==> src/common/period_timer_pkg.sv <==
package period_timer_pkg;

	// ----------------------------------------------------------------
	// Register map
	// ----------------------------------------------------------------
	// Printed offsets are not all multiples of four, so they are word
	// indices and the byte address is four times the index.
	localparam logic [7:0] IDX_TIMER_COUNT = 8'h11;
	localparam logic [7:0] IDX_TIMER_CONTROL = 8'h12;
	localparam logic [7:0] IDX_PERIOD_VALUE = 8'h92;
	localparam logic [7:0] IDX_INT_STATUS = 8'h0c;
	localparam logic [7:0] IDX_INT_ENABLE = 8'h8c;
	localparam int ADDR_W = 12;
	localparam logic [ADDR_W-1:0] ADDR_TIMER_COUNT = 12'h044;
	localparam logic [ADDR_W-1:0] ADDR_TIMER_CONTROL = 12'h048;
	localparam logic [ADDR_W-1:0] ADDR_PERIOD_VALUE = 12'h248;
	localparam logic [ADDR_W-1:0] ADDR_INT_STATUS = 12'h030;
	localparam logic [ADDR_W-1:0] ADDR_INT_ENABLE = 12'h230;

	// ----------------------------------------------------------------
	// Fields and reset values
	// ----------------------------------------------------------------
	localparam int CTL_PRESCALE_LSB = 0;
	localparam int CTL_RUN_BIT = 2;
	localparam int CTL_POSTSCALE_LSB = 3;
	localparam int FLAG_MATCH_BIT = 1;
	localparam logic [7:0] CONTROL_WMASK = 8'h7f;
	localparam logic [7:0] RST_TIMER_COUNT = 8'h00;
	localparam logic [6:0] RST_TIMER_CONTROL = 7'h00;
	localparam logic [7:0] RST_PERIOD_VALUE = 8'hff;
	localparam logic [1:0] CLK_DIV = 2'h3;

	// Prescale codes.
	localparam logic [1:0] PRE_DIV1 = 2'h0;
	localparam logic [1:0] PRE_DIV4 = 2'h1;
	localparam logic [3:0] PRE_LAST4 = 4'h3;
	localparam logic [3:0] PRE_LAST16 = 4'hf;

	typedef enum logic {PH_SETUP, PH_ACCESS} apb_phase_t;

	typedef struct packed {
		logic [ADDR_W-1:0] paddr;
		logic psel;
		logic penable;
		logic pwrite;
		logic [31:0] pwdata;
	} apb_req_t;

	typedef struct packed {
		logic [31:0] prdata;
		logic pready;
		logic pslverr;
	} apb_rsp_t;

endpackage

==> src/rtl/period_timer.sv <==
// Added by the designer: the APB interface to the registers.
`timescale 1ns/1ps

module period_timer
	import period_timer_pkg::*;
(
	input wire logic MCLK_IN,
	input wire logic RST_IN,
	input wire period_timer_pkg::apb_req_t APB_REQ_IN,
	output period_timer_pkg::apb_rsp_t APB_RSP_OUT,
	output logic IRQ_OUT,
	output logic PWM_TIMEBASE_OUT
);
	import period_timer_pkg::*;

	typedef struct packed {
		apb_phase_t phase;
		logic [1:0] qdiv;
		logic [7:0] count;
		logic [6:0] control;
		logic [7:0] period;
		logic [3:0] post;
		logic flag;
		logic enable;
		apb_rsp_t rsp;
		logic irq;
		logic tb;
	} timer_state_t;

	timer_state_t st;
	timer_state_t next_st;
	logic tick;
	logic advance;
	logic match;
	logic wr_count;
	logic wr_control;
	logic do_write;
	logic do_read;
	logic mapped;
	logic [7:0] rdata;

	// ----------------------------------------------------------------
	// Bus decode
	// ----------------------------------------------------------------
	// The slave answers in the first access cycle: pready is raised in
	// the setup cycle's successor, so every transfer is zero-wait.
	always_comb begin
		mapped = 1'b1;
		rdata = 8'h00;
		case (APB_REQ_IN.paddr)
			ADDR_TIMER_COUNT: rdata = st.count;
			ADDR_TIMER_CONTROL: rdata = {1'b0, st.control};
			ADDR_PERIOD_VALUE: rdata = st.period;
			ADDR_INT_STATUS: rdata = 8'(st.flag) << FLAG_MATCH_BIT;
			ADDR_INT_ENABLE: rdata = 8'(st.enable) << FLAG_MATCH_BIT;
			default: mapped = 1'b0;
		endcase
	end

	// A write lands at the edge where the master samples pready high,
	// so the register changes exactly when the transfer completes.
	assign do_write = APB_REQ_IN.psel && APB_REQ_IN.penable
		&& APB_REQ_IN.pwrite && mapped && st.rsp.pready;
	assign do_read = APB_REQ_IN.psel && !APB_REQ_IN.penable
		&& !APB_REQ_IN.pwrite;
	assign wr_count = do_write && APB_REQ_IN.paddr == ADDR_TIMER_COUNT;
	assign wr_control = do_write
		&& APB_REQ_IN.paddr == ADDR_TIMER_CONTROL;

	// ----------------------------------------------------------------
	// Instruction clock and prescaler
	// ----------------------------------------------------------------
	// One tick every fourth master clock models oscillator/4.
	assign tick = st.control[CTL_RUN_BIT] && st.qdiv == CLK_DIV;

	period_scaler u_prescale (
		.clk(MCLK_IN),
		.rst(RST_IN),
		.clear_in(wr_count || wr_control),
		.tick_in(tick),
		.select_in(st.control[CTL_PRESCALE_LSB +: 2]),
		.advance_out(advance)
	);

	// Comparison only counts when the count really advances.
	assign match = advance && st.count == st.period;

	// ----------------------------------------------------------------
	// Next-state logic
	// ----------------------------------------------------------------
	// Writes are committed in the access cycle, at the edge that
	// completes the transfer; read data was latched one edge earlier
	// so that it stands while pready is high.
	always_comb begin
		next_st = st;
		next_st.qdiv = st.qdiv + 2'h1;
		next_st.tb = match;
		// Count advance and wrap.
		if (advance) begin
			next_st.count = match ? 8'h00 : st.count + 8'h01;
		end
		// Postscaler: field value plus one matches per flag.
		if (match) begin
			if (st.post >= st.control[CTL_POSTSCALE_LSB +: 4]) begin
				next_st.post = 4'h0;
			end else begin
				next_st.post = st.post + 4'h1;
			end
		end
		if (wr_count || wr_control) begin
			next_st.post = 4'h0;
		end
		// Register writes.
		if (wr_count) begin
			next_st.count = APB_REQ_IN.pwdata[7:0];
		end
		if (wr_control) begin
			// Count untouched by a control write.
			next_st.control = APB_REQ_IN.pwdata[6:0];
		end
		if (do_write && APB_REQ_IN.paddr == ADDR_PERIOD_VALUE) begin
			next_st.period = APB_REQ_IN.pwdata[7:0];
		end
		if (do_write && APB_REQ_IN.paddr == ADDR_INT_ENABLE) begin
			next_st.enable = APB_REQ_IN.pwdata[FLAG_MATCH_BIT];
		end
		if (do_write && APB_REQ_IN.paddr == ADDR_INT_STATUS
			&& APB_REQ_IN.pwdata[FLAG_MATCH_BIT]) begin
			next_st.flag = 1'b0;
		end
		// Setting wins over a clear in the same cycle.
		if (match && st.post >= st.control[CTL_POSTSCALE_LSB +: 4]) begin
			next_st.flag = 1'b1;
		end
		next_st.irq = next_st.flag && next_st.enable;
		// Bus response.
		next_st.rsp.pready = 1'b0;
		next_st.rsp.pslverr = 1'b0;
		next_st.rsp.prdata = 32'h0;
		case (st.phase)
			PH_SETUP: begin
				if (APB_REQ_IN.psel && !APB_REQ_IN.penable) begin
					next_st.phase = PH_ACCESS;
					next_st.rsp.pready = 1'b1;
					next_st.rsp.pslverr = !mapped;
					if (do_read) begin
						next_st.rsp.prdata = {24'h0, rdata};
					end
				end
			end
			PH_ACCESS: begin
				next_st.phase = PH_SETUP;
				if (APB_REQ_IN.psel && !APB_REQ_IN.penable) begin
					next_st.phase = PH_ACCESS;
					next_st.rsp.pready = 1'b1;
					next_st.rsp.pslverr = !mapped;
					if (do_read) begin
						next_st.rsp.prdata = {24'h0, rdata};
					end
				end
			end
			default: next_st.phase = PH_SETUP;
		endcase
	end

	// ----------------------------------------------------------------
	// State register
	// ----------------------------------------------------------------
	// Reset stands for every device reset source.
	always_ff @(posedge MCLK_IN) begin
		if (RST_IN) begin
			st <= '0;
			st.phase <= PH_SETUP;
			st.count <= RST_TIMER_COUNT;
			st.control <= RST_TIMER_CONTROL;
			st.period <= RST_PERIOD_VALUE;
		end else begin
			st <= next_st;
		end
	end

	assign APB_RSP_OUT = st.rsp;
	assign IRQ_OUT = st.irq;
	assign PWM_TIMEBASE_OUT = st.tb;

	// ----------------------------------------------------------------
	// Checks
	// ----------------------------------------------------------------
	property p_run_gate;
		@(posedge MCLK_IN) disable iff (RST_IN)
		!st.control[CTL_RUN_BIT] && !wr_count |=> $stable(st.count);
	endproperty
	a_run_gate: assert property (p_run_gate)
		else $error("Count moved while stopped.");

	property p_wrap;
		@(posedge MCLK_IN) disable iff (RST_IN)
		match && !wr_count |=> st.count == 8'h00;
	endproperty
	a_wrap: assert property (p_wrap)
		else $error("Count did not wrap after match.");

	property p_tick_spacing;
		@(posedge MCLK_IN) disable iff (RST_IN)
		tick |=> !tick [*3];
	endproperty
	a_tick_spacing: assert property (p_tick_spacing)
		else $error("Instruction tick faster than one in four.");

	property p_no_repeat;
		@(posedge MCLK_IN) disable iff (RST_IN)
		!advance |=> !PWM_TIMEBASE_OUT;
	endproperty
	a_no_repeat: assert property (p_no_repeat)
		else $error("Match without a counter advance.");

	property p_ctl_keeps_count;
		@(posedge MCLK_IN) disable iff (RST_IN)
		wr_control && !advance |=> st.count == $past(st.count);
	endproperty
	a_ctl_keeps_count: assert property (p_ctl_keeps_count)
		else $error("Control write changed the count.");

	property p_scaler_clear;
		@(posedge MCLK_IN) disable iff (RST_IN)
		wr_count || wr_control |=> st.post == 4'h0;
	endproperty
	a_scaler_clear: assert property (p_scaler_clear)
		else $error("Postscaler not cleared by write.");

	property p_flag_set;
		@(posedge MCLK_IN) disable iff (RST_IN)
		match && st.post >= st.control[CTL_POSTSCALE_LSB +: 4]
		|=> st.flag;
	endproperty
	a_flag_set: assert property (p_flag_set)
		else $error("Completed postscale did not set the flag.");

	property p_bit7_zero;
		@(posedge MCLK_IN) disable iff (RST_IN)
		do_read && APB_REQ_IN.paddr == ADDR_TIMER_CONTROL
		|=> APB_RSP_OUT.prdata[7] == 1'b0;
	endproperty
	a_bit7_zero: assert property (p_bit7_zero)
		else $error("Control bit 7 read as one.");

	property p_irq;
		@(posedge MCLK_IN) disable iff (RST_IN)
		st.flag && st.enable |-> IRQ_OUT || $past(RST_IN);
	endproperty
	a_irq: assert property (p_irq)
		else $error("Interrupt missing while flag enabled.");

	property p_timebase;
		@(posedge MCLK_IN) disable iff (RST_IN)
		match |=> PWM_TIMEBASE_OUT ##1 !PWM_TIMEBASE_OUT;
	endproperty
	a_timebase: assert property (p_timebase)
		else $error("Time base pulse not one cycle after match.");

	property p_count_write;
		@(posedge MCLK_IN) disable iff (RST_IN)
		wr_count |=> st.count == $past(APB_REQ_IN.pwdata[7:0]);
	endproperty
	a_count_write: assert property (p_count_write)
		else $error("Count write did not land.");

	property p_period_write;
		@(posedge MCLK_IN) disable iff (RST_IN)
		do_write && APB_REQ_IN.paddr == ADDR_PERIOD_VALUE
		|=> st.period == $past(APB_REQ_IN.pwdata[7:0]);
	endproperty
	a_period_write: assert property (p_period_write)
		else $error("Period write did not land.");

	property p_post_step;
		@(posedge MCLK_IN) disable iff (RST_IN)
		match && st.post < st.control[CTL_POSTSCALE_LSB +: 4]
		&& !wr_count && !wr_control
		|=> st.post == $past(st.post) + 4'h1;
	endproperty
	a_post_step: assert property (p_post_step)
		else $error("Postscaler did not step on a match.");

	property p_flag_sticky;
		@(posedge MCLK_IN) disable iff (RST_IN)
		st.flag && !(do_write && APB_REQ_IN.paddr == ADDR_INT_STATUS
		&& APB_REQ_IN.pwdata[FLAG_MATCH_BIT]) |=> st.flag;
	endproperty
	a_flag_sticky: assert property (p_flag_sticky)
		else $error("Match flag dropped without a clear.");

	property p_irq_low;
		@(posedge MCLK_IN) disable iff (RST_IN)
		!(st.flag && st.enable) |-> !IRQ_OUT;
	endproperty
	a_irq_low: assert property (p_irq_low)
		else $error("Interrupt raised without an enabled flag.");
endmodule

==> src/rtl/period_scaler.sv <==
`timescale 1ns/1ps

// ----------------------------------------------------------------
// Prescaler: turns instruction-clock ticks into count advances.
// ----------------------------------------------------------------
module period_scaler
	import period_timer_pkg::*;
(
	input wire logic clk,
	input wire logic rst,
	input wire logic clear_in,
	input wire logic tick_in,
	input wire logic [1:0] select_in,
	output logic advance_out
);
	typedef struct packed {
		logic [3:0] cnt;
	} scaler_state_t;

	scaler_state_t st;
	scaler_state_t next_st;
	logic [3:0] last;

	// The terminal count follows the select code; 1x means sixteen.
	always_comb begin
		next_st = st;
		if (select_in == PRE_DIV1) begin
			last = 4'h0;
		end else if (select_in == PRE_DIV4) begin
			last = PRE_LAST4;
		end else begin
			last = PRE_LAST16;
		end
		advance_out = tick_in && (st.cnt >= last);
		if (clear_in) begin
			next_st.cnt = 4'h0;
		end else if (tick_in) begin
			next_st.cnt = advance_out ? 4'h0 : st.cnt + 4'h1;
		end
	end

	// Stale counts above a new, shorter limit wrap at once via >=.
	always_ff @(posedge clk) begin
		if (rst) begin
			st <= '0;
		end else begin
			st <= next_st;
		end
	end
endmodule

==> config.mk <==
export PLATFORM = sky130hd
export DESIGN_NAME = period_timer
export DESIGN_NICKNAME = d
export VERILOG_FILES = /design/src/common/period_timer_pkg.sv /design/src/rtl/period_timer.sv /design/src/rtl/period_scaler.sv
export SDC_FILE = /design/constraint.sdc
export NUM_CORES = 1
export LEC_CHECK = 0
export BUFFER_PORTS_ARGS = -buffer_cell sky130_fd_sc_hd__buf_2
export CORE_UTILIZATION = 57
export CTS_BUF_LIST = sky130_fd_sc_hd__clkbuf_2 sky130_fd_sc_hd__clkbuf_4 sky130_fd_sc_hd__clkbuf_8
export CTS_CLUSTER_DIAMETER = 50
export DETAILED_ROUTE_END_ITERATION = 8
export PLACE_DENSITY_LB_ADDON = 0.25
export REMOVE_ABC_BUFFERS = 1
export SETUP_SLACK_MARGIN = 0.3
export SLEW_MARGIN = 20
export SYNTH_ARGS = -nofsm -noshare
export SYNTH_HDL_FRONTEND = slang
export SYNTH_SLANG_ARGS = --single-unit
==> constraint.sdc <==
create_clock -name MCLK_IN -period 3.7 [get_ports MCLK_IN]
set_input_delay 0.74 -clock MCLK_IN [delete_from_list [all_inputs] [get_ports MCLK_IN]]
set_output_delay 0.74 -clock MCLK_IN [all_outputs]
set_load 0.02 [all_outputs]
==> metrics, run 1 <==
run status finished clean; Yosys Warn Count 0; final hold viol count 0; Vias roughly 2200; crit-path max FO 18; Hold Path Sink st[65]; first-pass GRT wire length roughly 9.3 mm; Design Area, Final ~2900 µm²; Post-Synth Simple-Gate Area 0.217; Hold WC Path Type flop to flop; Final Cycle Share 0.728; Via density between 5 and 6; core area approximately 4400 µm²; r2r setup slk slightly above 1000 ps; fraction of synthesized cell area in xor and xnor cells 0.0324; worst setup path start st[51]; Max VDD drop 0.191 mV; Initial Util 0.608; synth top area cells dfxtp_1, buf_4, nor2_1, ha_1, xor2_1; Post-CTS Resized 0; Max H-tree Level 2; post-CTS setup buffers 0; Leakage 0.00120 µW; register area share after synthesis 0.348; mux contribution to synthesized area 0.0338; min cycle time layout ~2700 ps; worst relative slew slack 0.465; total clock sinks 47; area grow syn2layout 6.02%; CTS root buf clkbuf_8; synthesized instance count 311; most frequent cell after synthesis dfxtp_1; DR DRC count 0; HPWL after detailed placement a little under 4 mm; final setup skew about 4.5 ps; power density cells roughly 360 nW/µm²; layout cell share with drive strength beyond 1 0.169; clk_lat worst skew around 300 ps; sw frac 0.215; top cells by count, synth dfxtp_1, nor2_1, buf_4, inv_1, ha_1; global-route usage over all layers 0.232; EDFF count, synth 0; Fmax 371 MHz; diode count 0; CP Class flop to flop; Synth Area in Compound Gates 0.171; I/O Pins 85; main combinational cell family by area after synthesis simple AND/OR/NAND/NOR gates; Crit Reg-Reg Startpoint st[51]; hold path cells 1; Routed WL roughly 5.4 mm; r2r worst-path depth 7; nature of the critical path startpoint flop; Distinct cells, synth 54; Die H ~70 µm; max cap viols 0; Reg clk slew, reported paths about 80 ps; worst-margin pin slew 795 ps; CP required just under 4000 ps; worst min-delay path startpoint st[65]; CTS tree built; GRT Residual Overflow 0; Critical Path AT between 2000 and 3000 ps; largest net degree at the start of global routing 21; Main synth FF type dfxtp_1; Post-DRT Antenna Nets 0; Mapped Area 2700 µm²; width of the chip 70.9 µm; Max Buffers Root-to-Sink 2; reg2reg end st[63]; DR WL/cell around 14 µm; power share of the clock group 0.432; Num CTS Buffers 5; starting DRC count in detailed routing ~170; FFs w/ async S/R, synth 0; die area around 5000 µm²; cell area after placement about 2700 µm²; hold buffers post-CTS 0; antenna violations before repair 0; Fin Setup TNS 0 ps; syn_area_per_cell ~8.7 µm²; vias in the first global route approximately 2000; Net Switching approximately 220 µW; biggest area consumer among synthesized cells dfxtp_1; number of nets in the layout between 300 and 400; Cell Rows 24; DR pass1 iterations 7; Post-Synth Adder-Cell Area 0.0555; Port Buf Inserts 36; fin. max-slew vios 0; Finished Core Util 0.645; Seq pwr share 0.500; RSZ-0062 raised after global routing no; Crit. End Element flop; post-synth top area share 0.348; final setup vio count 0; Hold WS about 420 ps; GP Congestion between 0.8 and 0.9; internal power about 810 µW; Synth Register Bits 47; combinational power share 0.068
[power by group through the flow]
stage          registers, µW  logic (µW)  clock network, µW
2_1_floorplan            527        39.8                  0
3_3_place_gp             527        68.2                  0
3_5_place_dp             527        68.9                  0
4_1_cts                  515        69.4                456
5_1_grt                  516        76.6                478
6_report                 515        70.2                445
[stage by stage]
stage	setup WS (ps)	total power (µW)	cells
floorplan	1260	567	286
global placement	954	595	376
detailed placement	911	596	376
CTS	986	1040	384
global route	774	1070	384
finish	1010	1030	384
[registers in the layout, indices dropped and copies added, names as in the netlist]
signal,flops
IRQ_OUT,1
st,31
APB_RSP_OUT,10
u_prescale.st,4
PWM_TIMEBASE_OUT,1
[cell type report]
type                       instances  area (µm²)
fill                             388        1580
multi-input combinational        223        1470
sequential                        47         941
timing repair buffer              38         195
clock buffer                       6        76.3
tap                               52        65.1
clock inverter                     2        60.1
inverter                          16        60.1
[routing by layer]
| layer | track usage | vias to the layer above | share of wire |
|---|---|---|---|
| li1 | - | 1099 | - |
| met1 | 0.315 | 1015 | 0.46 |
| met2 | 0.373 | 109 | 0.45 |
| met3 | 0.0484 | 9 | 0.067 |
| met4 | 0.0733 | 0 | 0.014 |
| met5 | 0 | - | 0 |
[cells by family after synthesis]
kind of cell	Yosys count
compound gates	61
xor+xnor	10
fa+ha+maj	12
buf+inv	64
flops	47
mux	9
other cells	1
simple gates	107
[placed cells by master (no fill, tap or decap), drive strengths merged, types with 3 or more instances in the layout]
cell type and n:
a211o 8, a21oi 11, a222oi 6, a311oi 5, and2 3, buf 38
clkbuf 6, conb 24, dfxtp 47, ha 12, inv 16, mux2i 8
nand2 10, nand3 9, nand4 7, nand4b 5, nor2 41, nor2b 5
nor3 6, nor4 3, o211ai 3, o21ai 8, or4 3, xor2 10
[worst max-delay path, cell delays in order (launching register included)]
cell and delay (ps):
dfxtp_1 360, or2_2 300, ha_1 270, nand2b_1 150
a2111oi_2 510, or3_1 530, o21ai_0 210, a311oi_1 270
[worst max-delay path by stage]
stage,cells after the start,to
after floorplan,7,st[61]
after CTS,7,st[63]
after global routing,7,st[63]
final,7,st[63]
after global placement,6,st[62]
after detailed placement,6,st[62]
(Power assumes the default switching activity.)
==> inputs of run 2 (changes only) <==
--- a/config.mk
+++ b/config.mk
@@ -6,7 +6,7 @@
 export NUM_CORES = 1
 export LEC_CHECK = 0
 export BUFFER_PORTS_ARGS = -buffer_cell sky130_fd_sc_hd__buf_2
-export CORE_UTILIZATION = 57
+export CORE_UTILIZATION = 48
 export CTS_BUF_LIST = sky130_fd_sc_hd__clkbuf_2 sky130_fd_sc_hd__clkbuf_4 sky130_fd_sc_hd__clkbuf_8
 export CTS_CLUSTER_DIAMETER = 50
 export DETAILED_ROUTE_END_ITERATION = 8
==> constraint.sdc (replaced) <==
create_clock -name MCLK_IN -period 2.3 [get_ports MCLK_IN]
set_input_delay 0.46 -clock MCLK_IN [delete_from_list [all_inputs] [get_ports MCLK_IN]]
set_output_delay 0.46 -clock MCLK_IN [all_outputs]
set_load 0.02 [all_outputs]
==> run 2 against run 1 <==
Critical path depth increased by 1. Global-route usage decreased by 0.69 points. Total power increased by 44%. Largest cell class unchanged. Setup slack got worse by 890 ps. Critical path type unchanged. Clock-buffer cell count increased by 1. Routed wire length increased by 18%. Sequential power increased by 61%.
==> metrics, run 2 (synthesis gave the netlist of run 1 again) <==
run status finished clean; r2r setup slk 110 ps (-890 ps); hold path cells 2 (+1); I/O Pins 85 (unchanged); Die H 77.1 µm (+8.7%); layout cell share with drive strength beyond 1 0.301 (+0.132); Max Buffers Root-to-Sink 2 (unchanged); worst relative slew slack 0.618 (+0.152); area grow syn2layout 20.4%; Max VDD drop 0.202 mV (+5.5%); diode count 0 (unchanged); WP buf/inv 1 (+1); GRT Residual Overflow 0 (unchanged); Routed WL 6.37 mm (+18%); largest net degree at the start of global routing 32 (+52%); final setup skew 8.55 ps (+4.07 ps); Worst path top cell family by delay simple AND/OR/NAND/NOR gates; reg2reg end st[57]; CP required 2530 ps (-1380 ps); number of nets in the layout 422 (+7.7%); CTS tree built; register with the most flip-flops st; starting DRC count in detailed routing 121 (-27%); Cell Rows 26 (+8.3%); max cap viols 0 (unchanged); GP Congestion 0.837 (-3.4%); CTS root buf clkbuf_8; total clock sinks 47 (unchanged); DR DRC count 0 (unchanged); crit-path max FO 7 (-11); Crit Reg-Reg Startpoint st[50]; Max H-tree Level 2 (unchanged); Final Cycle Share 0.950 (+0.222); global-route usage over all layers 0.225 (-0.00692); final hold viol count 0 (unchanged); Hold WC Path Type input port to flop; Crit. End Element flop; Vias 2352 (+5.4%); fin. max-slew vios 0 (unchanged); DR WL/cell 14.7 µm (+4.6%); DR pass1 iterations 4 (-3); width of the chip 77.1 µm (+8.7%); Total Power 1490 µW (+44%); Port Buf Inserts 36 (unchanged); Reg clk slew, reported paths 90 ps (about the same); Post-DRT Antenna Nets 0 (unchanged); Hold WS 340 ps (-84.5 ps); Finished Core Util 0.618 (-0.0272); nature of the critical path startpoint flop; r2r worst-path depth 8 (+1); Hold Path Sink APB_RSP_OUT[1]; die area 5940 µm² (+18%); worst min-delay path startpoint APB_REQ_IN[33]; Initial Util 0.513 (-0.0953); final setup vio count 0 (unchanged); clk_lat worst skew 310 ps (about the same); min cycle time layout 2190 ps (-509 ps); max FFs per register 31 (unchanged); CP max stage cell or3_4; Fmax 458 MHz (+23%); antenna violations before repair 0 (unchanged); core area 5270 µm² (+19%); HPWL after detailed placement 4.39 mm (+11%); Num CTS Buffers 5 (unchanged); worst-margin pin slew 569 ps (-226 ps); RSZ-0062 raised after global routing yes; CP max stage delay 400 ps (-130 ps); CP Class flop to flop; Critical Path AT 2420 ps (-490 ps); most common cell after layout, fill and taps aside dfxtp_1; most frequent cells in the layout dfxtp_1, nor2_1, buf_2, conb_1, buf_4; Leakage 0.00136 µW (+13%); vias in the first global route 2214 (+13%); Via density 5.44 (-6.3%); crit-path cells or2_4, ha_4, nand2b_4, a2111oi_4, or3_4, buf_6, or3_1, a211oi_2; power density cells 456 nW/µm² (+27%); first-pass GRT wire length 10.5 mm (+14%)
==> run 2: cell types whose count changed in the layout (fill, tap and decap cells not counted), sizes merged <==
cell | before | now
buf | 38 | 67
bufinv | 2 | 0
clkbuf | 6 | 8
clkinv | 0 | 1
==> run 2: where the power goes <==
part	internal (µW)	switching, µW
Combinational	37.7	81.0
Clock	258	279
Sequential	821	8.74
==> run 2: per-stage QoR <==
stage,cell area (µm²),std cells,TNS (ps),worst slack [ps]
floorplan,2470,286,-331,-142
global placement,2900,413,-2100,-239
detailed placement,2900,413,-2450,-252
CTS,3170,427,0,141
global route,3260,432,0,38.3
finish,3260,432,0,115
==> run 2: worst max path at each step <==
stage / depth (start not counted) / startpoint / end / slack (ps)
final: 8 / st[50] / st[57] / 110
after global placement: 7 / st[50] / IRQ_OUT / -240
after detailed placement: 7 / st[50] / st[40] / -250
after floorplan: 7 / st[50] / st[61] / -140
after global routing: 8 / st[50] / st[57] / 40
after CTS: 8 / st[50] / st[57] / 140
==> run 2: layer usage <==
metal	track usage	vias to the layer above	routed length, µm
met3	0.0381	14	374
li1	-	1164	-
met4	0.0962	0	185
met2	0.368	88	2930
met5	0	-	0
met1	0.292	1086	2880
==> run 2: cell type report <==
cell class	instances	area, µm²
inverters	16	60.1
well taps	70	87.6
multi-input cells	223	1590
clock buffers	7	90.1
flip-flops and latches	47	943
fillers	475	2010
repair buffers	68	473
clock inverters	1	8.76
==> run 2: timing repair <==
| item | 4_1_cts | 5_1_grt |
|---|---|---|
| cloned | 0 | 1 |
| gates resized for setup | 24 | 11 |
| setup buffers | 6 | 4 |
| hold buffers | 0 | 0 |
| pin swaps | 20 | 4 |
| setup endpoints to repair | 17 | 18 |
==> inputs of run 3 (changes only) <==
--- a/config.mk
+++ b/config.mk
@@ -6,7 +6,9 @@
 export NUM_CORES = 1
 export LEC_CHECK = 0
 export BUFFER_PORTS_ARGS = -buffer_cell sky130_fd_sc_hd__buf_2
-export CORE_UTILIZATION = 48
+export CELL_PAD_IN_SITES_DETAIL_PLACEMENT = 0
+export CELL_PAD_IN_SITES_GLOBAL_PLACEMENT = 1
+export CORE_UTILIZATION = 39
 export CTS_BUF_LIST = sky130_fd_sc_hd__clkbuf_2 sky130_fd_sc_hd__clkbuf_4 sky130_fd_sc_hd__clkbuf_8
 export CTS_CLUSTER_DIAMETER = 50
 export DETAILED_ROUTE_END_ITERATION = 8
==> constraint.sdc (replaced) <==
create_clock -name MCLK_IN -period 2.1 [get_ports MCLK_IN]
set_input_delay 0.42 -clock MCLK_IN [delete_from_list [all_inputs] [get_ports MCLK_IN]]
set_output_delay 0.42 -clock MCLK_IN [all_outputs]
set_load 0.02 [all_outputs]
==> run 3 against run 2 <==
The flow now finishes with violations (setup timing). Total power increased by 11%. Clock power increased by 11%. Combinational power increased by 25%. Critical path depth decreased by 1. Largest power group unchanged. Register-to-register slack got worse by 230 ps. Sequential power increased by 9.0%. Sequential share of layout area decreased by 0.46 points.
==> metrics, run 3 (synthesis gave the netlist of run 1 again) <==
max FFs per register 31 (unchanged); CP required 2320 ps (-210 ps); Max Buffers Root-to-Sink 2 (unchanged); antenna violations before repair 0 (unchanged); clk_lat worst skew 310 ps (about the same); Via density 5.52 (+1.4%); hold path cells 2 (unchanged); first-pass GRT wire length 10.8 mm (+2.8%); Reg clk slew, reported paths 100 ps (about the same); CTS tree built; Initial Util 0.414 (-0.0991); CP max stage delay 530 ps (+130 ps); Max VDD drop 0.291 mV (+44%); power density cells 499 nW/µm² (+9.3%); GRT Residual Overflow 0 (unchanged); DR DRC count 0 (unchanged); Crit Reg-Reg Startpoint st[51]; Finished Core Util 0.506 (-0.112); CTS root buf clkbuf_8; layout cell share with drive strength beyond 1 0.283 (-0.0185); Final WS setup -116 ps (-231 ps); DP Cell Count 433 (+4.8%); vias in the first global route 2263 (+2.2%); Fmax 451 MHz (-1.4%); Post-DRT Antenna Nets 0 (unchanged); Fin Setup TNS -247 ps (-247 ps); HPWL after detailed placement 4.74 mm (+7.9%); Worst path top cell family by delay simple AND/OR/NAND/NOR gates; register with the most flip-flops st; Hold WC Path Type input port to flop; Hold Path Sink APB_RSP_OUT[1]; post-place setup slack -368 ps (-116 ps); area grow syn2layout 22.2%; fin. max-slew vios 0 (unchanged); CP max stage cell or4_1; Routed WL 6.82 mm (+7.1%); global-route usage over all layers 0.190 (-0.0352); Die H 85.3 µm (+11%); number of nets in the layout 428 (+1.4%); starting DRC count in detailed routing 176 (+45%); final setup skew 15.3 ps (+6.70 ps); WP buf/inv 0 (-1); Cell Rows 29 (+12%); Vias 2456 (+4.4%); r2r setup slk -120 ps (-230 ps); max cap viols 0 (unchanged); worst min-delay path startpoint APB_REQ_IN[33]; nature of the critical path startpoint flop; final hold viol count 0 (unchanged); Port Buf Inserts 36 (unchanged); most frequent cells in the layout dfxtp_1, nor2_1, buf_2, buf_4, conb_1; failing checks setup timing; largest net degree at the start of global routing 32 (unchanged); final setup vio count 3 (+3); min cycle time layout 2220 ps (+31.4 ps); diode count 0 (unchanged); Crit. End Element flop; most common cell after layout, fill and taps aside dfxtp_1; die area 7270 µm² (+22%); total clock sinks 47 (unchanged); core area 6530 µm² (+24%); Design Area, Final 3300 µm² (+1.5%); RSZ-0062 raised after global routing yes; fillers 651 (+37%); I/O Pins 85 (unchanged); Max H-tree Level 2 (unchanged); CP Class flop to flop; Final Cycle Share 1.06 (+0.105); Leakage 0.00140 µW (+2.7%); post-route insts no fill 445 (+3.0%); Critical Path AT 2440 ps (+20 ps); crit-path cells or2_4, ha_4, nand2b_4, a2111oi_2, or3_4, or4_1, a311oi_1; cell area after placement 3050 µm² (+5.4%); Num CTS Buffers 5 (unchanged); DR WL/cell 15.3 µm (+3.9%); run status complete, but fails checks; DR pass1 iterations 8 (+4); crit-path max FO 8 (+1); r2r worst-path depth 7 (-1); GP Congestion 0.793 (-5.4%); reg2reg end st[61]; width of the chip 85.3 µm (+11%)
-- run 3: where the power goes --
| part | internal [µW] | switching (µW) |
|---|---|---|
| combinational | 50.9 | 98.1 |
| sequential | 899 | 4.42 |
| clock | 269 | 325 |
-- run 3: per-layer routing --
layer	vias up	share of wire	wire (µm)	track usage
met2	96	0.47	3240	0.317
met5	-	0	0	0
met3	7	0.051	348	0.0292
met1	1168	0.47	3170	0.258
li1	1185	-	-	-
met4	0	0.0089	61	0.0485
-- run 3: layout make-up --
cell class                 instances  area [µm²]  area share
multi-input combinational        223        1560       0.471
sequential                        47         942       0.285
timing repair buffer              74         551       0.167
tap                               77        96.3      0.0292
clock buffer                       6        82.6      0.0250
inverter                          16        60.1      0.0182
clock inverter                     2        16.3     0.00492
-- run 3: per-stage QoR --
stage | power [µW] | hold slack (ps)
5_1_grt | 1710 | 320
2_1_floorplan | 999 | 395
3_3_place_gp | 1060 | 407
6_report | 1650 | 302
3_5_place_dp | 1070 | 418
4_1_cts | 1660 | 296
-- run 3: worst max path at each step --
stage / start / end / depth (start not counted)
4_1_cts: st[51] / st[61] / 7
3_5_place_dp: st[50] / st[61] / 7
6_report: st[51] / st[61] / 7
5_1_grt: st[51] / st[61] / 7
3_3_place_gp: st[50] / st[61] / 7
2_1_floorplan: st[50] / st[61] / 7
-- run 3: worst reg2reg max path, delay by kind of cell (launching register included) --
kind                       cells  cell delay, ps
AOI/OAI and AO/OA              2             290
adders and majority gates      1             260
DFF                            1             310
and+or+nand+nor                4            1290
-- run 3: timing repair --
item / in CTS / in global routing
resized for setup: 10 / 10
buffers inserted: 2 / 1
pin swaps: 7 / 10
cloned: 0 / 1
endpoints found under the setup margin: 22 / 34
hold buffers: 0 / 0
hold endpoints to repair: 0 / 0
